File: src/hw/tlend_pkg.sv
// tlend_pkg: constants, types and register map of the telegram end and level block.
// assumes a host reaches the registers through the block's byte-wide register port.
package tlend_pkg;

  // register offsets
  localparam logic [7:0] TLEND_OFS_PAT_LO_A  = 8'h88;
  localparam logic [7:0] TLEND_OFS_PAT_HI_A  = 8'h89;
  localparam logic [7:0] TLEND_OFS_CTRL_A    = 8'h8A;
  localparam logic [7:0] TLEND_OFS_LEN_A     = 8'h8B;
  localparam logic [7:0] TLEND_OFS_PAT_LO_B  = 8'hA8;
  localparam logic [7:0] TLEND_OFS_PAT_HI_B  = 8'hA9;
  localparam logic [7:0] TLEND_OFS_CTRL_B    = 8'hAA;
  localparam logic [7:0] TLEND_OFS_LEN_B     = 8'hAB;
  localparam logic [7:0] TLEND_OFS_PEAK      = 8'hAC;
  localparam logic [7:0] TLEND_OFS_FSK_NOISE = 8'hAF;
  localparam logic [7:0] TLEND_OFS_ASK_NOISE = 8'hB0;

  // end control fields
  localparam int TLEND_BIT_END_LEN  = 0;
  localparam int TLEND_BIT_END_CV   = 1;
  localparam int TLEND_BIT_END_SYNC = 2;

  // reset values and widths
  localparam logic [7:0]  TLEND_RST_BYTE    = 8'h00;
  localparam logic [15:0] TLEND_RST_PATTERN = 16'h0000;
  localparam int          TLEND_PAT_CHIPS   = 16;
  localparam int          TLEND_LEN_W       = 5;
  localparam int          TLEND_ASK_W       = 6;
  localparam logic [1:0]  TLEND_MODE_16BIT  = 2'h0;
  localparam logic [7:0]  TLEND_CNT_MAX     = 8'hFF;

  typedef enum logic [1:0] {
    TLEND_IDLE    = 2'b00,
    TLEND_HUNT_B  = 2'b01,
    TLEND_PAYLOAD = 2'b10
  } tlend_state_t;

  // one payload bit on its way to the receiver
  typedef struct packed {
    logic data;
    logic last;
  } tlend_word_t;

  // one configuration set
  typedef struct packed {
    logic [15:0] pattern;
    logic [7:0]  ctrl;
    logic [7:0]  limit;
  } tlend_cfg_t;

endpackage

File: src/hw/tlend_top.sv
// tlend_top: start pattern b match, end of message decision, peak level and noise readout.
// assumes all inputs are synchronous to core_clk; first pattern match comes from outside.
`timescale 1ns/1ps
`default_nettype none
module tlend_top
  import tlend_pkg::*;
#(
  parameter int DEPTH = 2
)
(
  // clock and reset
  input  wire  logic                   core_clk,
  input  wire  logic                   rst,
  // register port
  input  wire  logic [7:0]             reg_addr,
  input  wire  logic [7:0]             reg_wdata,
  input  wire  logic                   reg_wr,
  input  wire  logic                   reg_rd,
  output logic [7:0]                   reg_rdata,
  // receiver configuration
  input  wire  logic                   cfg_set_sel,
  input  wire  logic [1:0]             detect_mode,
  input  wire  logic [TLEND_LEN_W-1:0] pattern_b_length,
  input  wire  logic [7:0]             peak_start_offset,
  // chip stream and receiver events
  input  wire  logic                   chip_valid,
  input  wire  logic                   chip_in,
  input  wire  logic                   start_a_found,
  input  wire  logic                   sync_lost,
  input  wire  logic                   code_violation,
  // decoded bit stream in
  input  wire  logic                   in_valid,
  input  wire  logic                   in_bit,
  output logic                         in_ready,
  // payload stream out
  output logic                         out_valid,
  output tlend_pkg::tlend_word_t       out_word,
  input  wire  logic                   out_ready,
  // levels
  input  wire  logic                   level_valid,
  input  wire  logic [7:0]             level_sample,
  input  wire  logic [7:0]             fsk_noise,
  input  wire  logic [TLEND_ASK_W-1:0] ask_noise,
  // events
  output logic                         frame_sync_event,
  output logic                         end_of_message
);
  import tlend_pkg::*;

  // bit mask covering the newest len chips
  function automatic logic [15:0] chip_mask(input logic [TLEND_LEN_W-1:0] len);
    logic [16:0] m;
    m = (17'h00001 << len) - 17'h00001;
    return m[15:0];
  endfunction

  // registers
  tlend_cfg_t   cfg_a_reg, cfg_b_reg;
  tlend_state_t state_reg, state_next;
  logic [15:0]  chips_reg;
  logic [TLEND_LEN_W-1:0] chip_cnt_reg;
  logic [7:0]   bit_cnt_reg;
  logic [7:0]   peak_reg;
  logic         peak_track_reg;
  logic         sync_reg, eom_reg;
  tlend_word_t  buf_mem [DEPTH];
  logic         wr_ptr_reg, rd_ptr_reg;
  logic [1:0]   fill_reg;

  // register writes; each set keeps its own end control
  always_ff @(posedge core_clk or posedge rst)
  begin
    if (rst)
    begin
      cfg_a_reg <= '{TLEND_RST_PATTERN, TLEND_RST_BYTE, TLEND_RST_BYTE};
      cfg_b_reg <= '{TLEND_RST_PATTERN, TLEND_RST_BYTE, TLEND_RST_BYTE};
    end
    else if (reg_wr)
    begin
      case (reg_addr)
        TLEND_OFS_PAT_LO_A: cfg_a_reg.pattern[7:0]  <= reg_wdata;
        TLEND_OFS_PAT_HI_A: cfg_a_reg.pattern[15:8] <= reg_wdata;
        TLEND_OFS_CTRL_A:   cfg_a_reg.ctrl          <= reg_wdata;
        TLEND_OFS_LEN_A:    cfg_a_reg.limit         <= reg_wdata;
        TLEND_OFS_PAT_LO_B: cfg_b_reg.pattern[7:0]  <= reg_wdata;
        TLEND_OFS_PAT_HI_B: cfg_b_reg.pattern[15:8] <= reg_wdata;
        TLEND_OFS_CTRL_B:   cfg_b_reg.ctrl          <= reg_wdata;
        TLEND_OFS_LEN_B:    cfg_b_reg.limit         <= reg_wdata;
        default: ;
      endcase
    end
  end

  // selected configuration
  // the set select should only move between frames; a change mid-frame acts at once
  tlend_cfg_t cfg;
  assign cfg = cfg_set_sel ? cfg_b_reg : cfg_a_reg;

  // read path; write-only registers read as zero
  wire [7:0] rd_mux =
    (reg_addr == TLEND_OFS_PEAK)      ? peak_reg :
    (reg_addr == TLEND_OFS_FSK_NOISE) ? fsk_noise :
    (reg_addr == TLEND_OFS_ASK_NOISE) ? {2'h0, ask_noise} :
    TLEND_RST_BYTE;

  always_ff @(posedge core_clk or posedge rst)
  begin
    if (rst)
      reg_rdata <= TLEND_RST_BYTE;
    else if (reg_rd)
      reg_rdata <= rd_mux;
  end

  // second pattern compare over the newest chips
  // the chip count stops once enough chips are in, so a long preamble cannot wrap it
  wire [15:0] chips_next = {chips_reg[14:0], chip_in};
  wire [15:0] b_mask     = chip_mask(pattern_b_length);
  wire        b_unused   = (pattern_b_length == '0);
  wire        mode_16    = (detect_mode == TLEND_MODE_16BIT);
  wire        enough     = (chip_cnt_reg >= pattern_b_length - 5'h01);
  wire        b_match    = chip_valid && enough &&
                           ((chips_next & b_mask) == (cfg.pattern & b_mask));

  always_ff @(posedge core_clk or posedge rst)
  begin
    if (rst)
      chips_reg <= TLEND_RST_PATTERN;
    else if (chip_valid)
      chips_reg <= chips_next;
  end

  // buffer handshakes; receiver stall back-pressures the bit source
  wire buf_full  = (fill_reg == 2'(DEPTH));
  wire buf_empty = (fill_reg == 2'h0);
  assign in_ready  = (state_reg == TLEND_PAYLOAD) && !buf_full;
  assign out_valid = !buf_empty;
  assign out_word  = buf_mem[rd_ptr_reg];
  wire take  = in_valid && in_ready;
  wire drain = out_valid && out_ready;

  // end of message criteria, any combination, earliest wins
  // sync loss and code violation bypass the buffer, so a stalled receiver cannot delay them
  wire in_payload = (state_reg == TLEND_PAYLOAD);
  wire len_hit  = take && cfg.ctrl[TLEND_BIT_END_LEN] &&
                  (bit_cnt_reg == cfg.limit);
  wire sync_hit = in_payload && sync_lost && cfg.ctrl[TLEND_BIT_END_SYNC];
  wire cv_hit   = in_payload && code_violation &&
                  cfg.ctrl[TLEND_BIT_END_CV];
  wire eom_hit  = len_hit || sync_hit || cv_hit;
  wire sync_hit_now = (state_reg == TLEND_HUNT_B) ? (b_unused || b_match)
                    : (state_reg == TLEND_IDLE) && start_a_found && !mode_16;

  always_comb
  begin
    state_next = state_reg;
    case (state_reg)
      TLEND_IDLE:
        if (start_a_found)
          state_next = mode_16 ? TLEND_HUNT_B : TLEND_PAYLOAD;
      TLEND_HUNT_B:
        if (b_unused || b_match)
          state_next = TLEND_PAYLOAD;
      TLEND_PAYLOAD:
        if (eom_hit)
          state_next = TLEND_IDLE;
      default:
        state_next = TLEND_IDLE;
    endcase
  end

  always_ff @(posedge core_clk or posedge rst)
  begin
    if (rst)
    begin
      state_reg    <= TLEND_IDLE;
      chip_cnt_reg <= '0;
      sync_reg     <= 1'b0;
      eom_reg      <= 1'b0;
    end
    else
    begin
      state_reg <= state_next;
      sync_reg  <= sync_hit_now;
      eom_reg   <= eom_hit;
      if (state_reg != TLEND_HUNT_B)
        chip_cnt_reg <= '0;
      else if (chip_valid && !enough)
        chip_cnt_reg <= chip_cnt_reg + 5'h01;
    end
  end
  assign frame_sync_event = sync_reg;
  assign end_of_message   = eom_reg;

  // payload bit count from the first bit after the pattern, saturating
  always_ff @(posedge core_clk or posedge rst)
  begin
    if (rst)
      bit_cnt_reg <= TLEND_RST_BYTE;
    else if (!in_payload)
      bit_cnt_reg <= TLEND_RST_BYTE;
    else if (take && bit_cnt_reg != TLEND_CNT_MAX)
      bit_cnt_reg <= bit_cnt_reg + 8'h01;
  end

  // two-entry buffer; the length-ending bit carries the last mark
  // two entries take one more bit while out_ready is low; the bit source then stalls a cycle while the full buffer drains
  always_ff @(posedge core_clk or posedge rst)
  begin
    if (rst)
    begin
      wr_ptr_reg <= 1'b0;
      rd_ptr_reg <= 1'b0;
      fill_reg   <= 2'h0;
      for (int i = 0; i < DEPTH; i++)
        buf_mem[i] <= '0;
    end
    else
    begin
      if (take)
      begin
        buf_mem[wr_ptr_reg] <= '{in_bit, len_hit};
        wr_ptr_reg          <= ~wr_ptr_reg;
      end
      if (drain)
        rd_ptr_reg <= ~rd_ptr_reg;
      fill_reg <= fill_reg + {1'b0, take} - {1'b0, drain};
    end
  end

  // peak level: armed after frame sync plus offset, frozen by end of message
  // a sample in the ending cycle still counts; the freeze acts from the next cycle
  wire peak_arm = in_payload && !peak_track_reg && !eom_hit &&
                  (bit_cnt_reg >= peak_start_offset);
  wire peak_upd = peak_track_reg && level_valid && (level_sample > peak_reg);

  always_ff @(posedge core_clk or posedge rst)
  begin
    if (rst)
    begin
      peak_reg       <= TLEND_RST_BYTE;
      peak_track_reg <= 1'b0;
    end
    else
    begin
      if (eom_hit || !in_payload)
        peak_track_reg <= 1'b0;
      else if (peak_arm)
        peak_track_reg <= 1'b1;
      if (peak_upd)
        peak_reg <= level_sample;
    end
  end
endmodule
`default_nettype wire

File: config.mk
export PLATFORM = sky130hd
export DESIGN_NAME = tlend_top
export DESIGN_NICKNAME = d
export VERILOG_FILES = /design/src/hw/tlend_pkg.sv /design/src/hw/tlend_top.sv
export SDC_FILE = /design/constraint.sdc
export NUM_CORES = 1
export LEC_CHECK = 0
export CAP_MARGIN = 15
export CORE_MARGIN = 4
export CORE_UTILIZATION = 50
export DETAILED_ROUTE_END_ITERATION = 8
export DONT_BUFFER_PORTS = 1
export PLACE_DENSITY = 0.72
export SLEW_MARGIN = 20
export SYNTH_ARGS = -nofsm -noshare
export SYNTH_HDL_FRONTEND = slang
export SYNTH_SLANG_ARGS = --single-unit
File: constraint.sdc
create_clock -name core_clk -period 8.3 [get_ports core_clk]
set_input_delay 0.415 -clock core_clk [delete_from_list [all_inputs] [get_ports core_clk]]
set_output_delay 0.415 -clock core_clk [all_outputs]
set_load 0.01 [all_outputs]
==> results.sh <==
export IMPL_clock_path_buffers=2
export IMPL_hold_class="in -> async"
export IMPL_clock_latency_ns=0.35
export IMPL_dr_pass1_iters=7
export IMPL_cts_hold_buf=0
export IMPL_clkSinkCount=111
export IMPL_grt_pass1_wl_mm=21.4
export IMPL_power_mw=1.38
export IMPL_worst_slew_pin_slew_ns=0.884
export IMPL_final_nets=632
export IMPL_cp_arrival_ns=3.48
export IMPL_cap_violations=0
export IMPL_grt_overflow_total=0
export IMPL_clk_pin_slew_ns=0.07
export IMPL_vias_per_cell=6.00
export IMPL_dp_hpwl_mm=9.63
export IMPL_die_area_um2=14100
export IMPL_area_growth_pct=6.91
export IMPL_antenna_left=0
export IMPL_die_h_um=119
export IMPL_ys_seq_area_share_pct=45.4
export IMPL_synth_avg_cell_area_um2=11.3
export IMPL_io_pins=81
export IMPL_wire_per_inst_um=18.6
export IMPL_routed_wl_mm=12.8
export IMPL_design_core_area_um2=12000
export IMPL_irDropWorstVdd_v=0.000159
export IMPL_total_leakage_power_nw=2.99
export IMPL_cpMostUsedCell="ha_1"
export IMPL_yosys_top_cells_area="dfrtp_1 45%, mux2_2 15%, ha_1 6.3%"
export IMPL_whs_ns=0.0277
export IMPL_worst_path_buf_inv=1
export IMPL_drtIter0Drc=269
export IMPL_critPathSlowestCell="or4b_2"
export IMPL_cts_root_buffer="clkbuf_16"
export IMPL_cts_tree="built"
export IMPL_synthFlopType="dfrtp_1"
export IMPL_grtUsageTotal_pct=18.9
export IMPL_postCtsSetupBuffers=0
export IMPL_finalSetupViolations=0
export IMPL_die_w_um=119
export IMPL_worst_endpoint_required_ns=8.59
export IMPL_hold_viol_final=0
export IMPL_numCtsBuffers=9
export IMPL_port_buffer_count=0
export IMPL_cp_slowest_stage_delay_ns=0.70
export IMPL_crit_path_start_kind="input pin"
export IMPL_syn_inst=542
export IMPL_syn_num_nets=640
export IMPL_synth_edf_count=0
export IMPL_yosysTopAreaCellShare_pct=45.4
export IMPL_first_global_vias=4232
export IMPL_worstSetupPathType="in -> reg"
export IMPL_initial_core_util_pct=51.0
export IMPL_rows=40
export IMPL_insertedDiodeCount=0
export IMPL_grt_max_degree=57
export IMPL_antenna_found_initial=0
export IMPL_post_cts_resized=0
export IMPL_synth_seq_cells=111
export IMPL_path_cells="inv_1 -> ha_1 -> nand2b_1 -> or3_1 -> ha_1 -> or4b_2 -> o211ai_1 -> a22oi_1 -> o22ai_1 -> a21oi_1 -> a31oi_1 -> o21ba_1"
export IMPL_gp_routability_congestion=0.832
export IMPL_synth_top_area_cell="dfrtp_1"
export IMPL_synth_cell_types=55
export IMPL_via_count=4115
export IMPL_end_kind="flop"
export IMPL_period_needed_ns=3.19
export IMPL_finalSetupTns_ns=0
export IMPL_drc=0
export IMPL_setup_ws_ns=5.11
export IMPL_layout_drive_gt1_share_pct=19.9
export IMPL_cts_htree_levels=3
export IMPL_cp_max_fo=13
export IMPL_synthArstFlopShare_pct=100
export IMPL_slew_headroom_pct=40.9
export IMPL_yosys_warnings=0
export IMPL_power_density_nw_per_um2=210
export IMPL_dpl_cell_area_um2=6230
export IMPL_fin_crit_sh_pct=38.4
export IMPL_crit_family="simple AND/OR/NAND/NOR gates"
export IMPL_status="finished, final reports clean"
export IMPL_synth_area_um2=6120
export IMPL_fmax_mhz=314
export IMPL_finalClockSkew_ns=0.00723
export IMPL_drv_slew=0
export IMPL_finalInstanceArea_um2=6550
export IMPL_rsz0062_at_grt="no"
export IMPL_dpl_worst_slack_ns=4.81
worst reg2reg max path, cell delays in order (launching register included):
cell and delay (ns):
dfrtp_1 0.38, inv_1 0.05, ha_1 0.28, nor2b_1 0.12, o21a_1 0.12, o21a_1 0.10
o21a_1 0.09, o21ai_0 0.06, a21oi_1 0.63, mux2_2 0.41
final cells by class:
| type | count | area, um^2 |
|---|---|---|
| fill | 1027 | 5460 |
| clock inverter | 6 | 67.6 |
| tap | 147 | 184 |
| sequential | 111 | 2780 |
| multi-input combinational | 387 | 3180 |
| timing repair buffer | 1 | 7.51 |
| inverter | 24 | 92.6 |
| clock buffer | 10 | 239 |
stage by stage:
| step | cells | util, % |
|---|---|---|
| global route | 686 | 54.5 |
| CTS | 686 | 54.4 |
| floorplan | 542 | - |
| global placement | 670 | 51.9 |
| detailed placement | 670 | 51.9 |
| finish | 686 | 54.5 |
worst paths after layout:
path,start,to,slack [ns],cells after the start
setup / recovery,pattern_b_length[0],state_reg[0],5.11,12
hold / removal,rst,chip_cnt_reg[2],0.03,1
setup reg to reg,peak_reg[1],peak_reg[4],5.94,9
hold reg to reg,buf_mem[0],buf_mem[0],0.49,2
max in group asynchronous,rst,reg_rdata[4],7.09,2
min in group core_clk,reg_rd,reg_rdata[7],0.14,1
cells in the final DEF, fill, tap and decap left out, types with 3 or more instances in the layout:
cell / Yosys / routed
a21o_1: 3 / 3
a21oi_1: 22 / 22
a222oi_1: 6 / 6
a22oi_1: 5 / 5
a31oi_1: 4 / 4
and2_1: 4 / 4
and3_1: 5 / 5
clkbuf_16: 0 / 9
dfrtp_1: 111 / 111
ha_1: 31 / 31
inv_1: 24 / 23
mux2_2: 81 / 81
mux2i_1: 27 / 27
nand2_1: 17 / 17
nand2b_1: 7 / 7
nand3_1: 12 / 12
nand4_1: 9 / 9
nor2_1: 35 / 35
nor2b_1: 6 / 6
nor3_1: 5 / 5
nor3b_1: 5 / 5
nor4_1: 3 / 3
nor4b_1: 3 / 3
o211ai_1: 4 / 4
o21a_1: 4 / 4
o21ai_0: 10 / 10
o22ai_1: 3 / 3
or2_2: 3 / 3
xnor2_1: 29 / 29
xor2_1: 15 / 15
per-layer routing:
metal  global-route usage, %  vias to the layer above  wire length, um
met3                    4.93                       13              683
met2                    30.9                      103             6200
met5                       0                        -                0
met4                    5.65                        0              187
met1                    24.9                     2048             5690
li1                        -                     1951                -
report_power, final:
part,switching [mW],internal (mW)
combinational,0.129,0.134
sequential,0.0637,0.611
clock,0.197,0.243
synthesized netlist by cell type (5+ instances only):
master / instances
inv_1: 24
nand2_1: 17
mux2i_1: 27
and3_1: 5
a222oi_1: 6
dfrtp_1: 111
nand2b_1: 7
nor3b_1: 5
a21oi_1: 22
xor2_1: 15
nand4_1: 9
ha_1: 31
nor2_1: 35
nor2b_1: 6
clkbuf_1: 12
mux2_2: 81
a22oi_1: 5
xnor2_1: 29
nand3_1: 12
nor3_1: 5
o21ai_0: 10
logic make-up after synthesis:
family,synth area share [%]
simple gates,11.3
flops,45.4
mux,19.3
compound gates,8.42
xor+xnor,6.29
buf+inv,2.88
fa+ha+maj,6.50
Note: power is estimated with default switching activity, not from simulation.
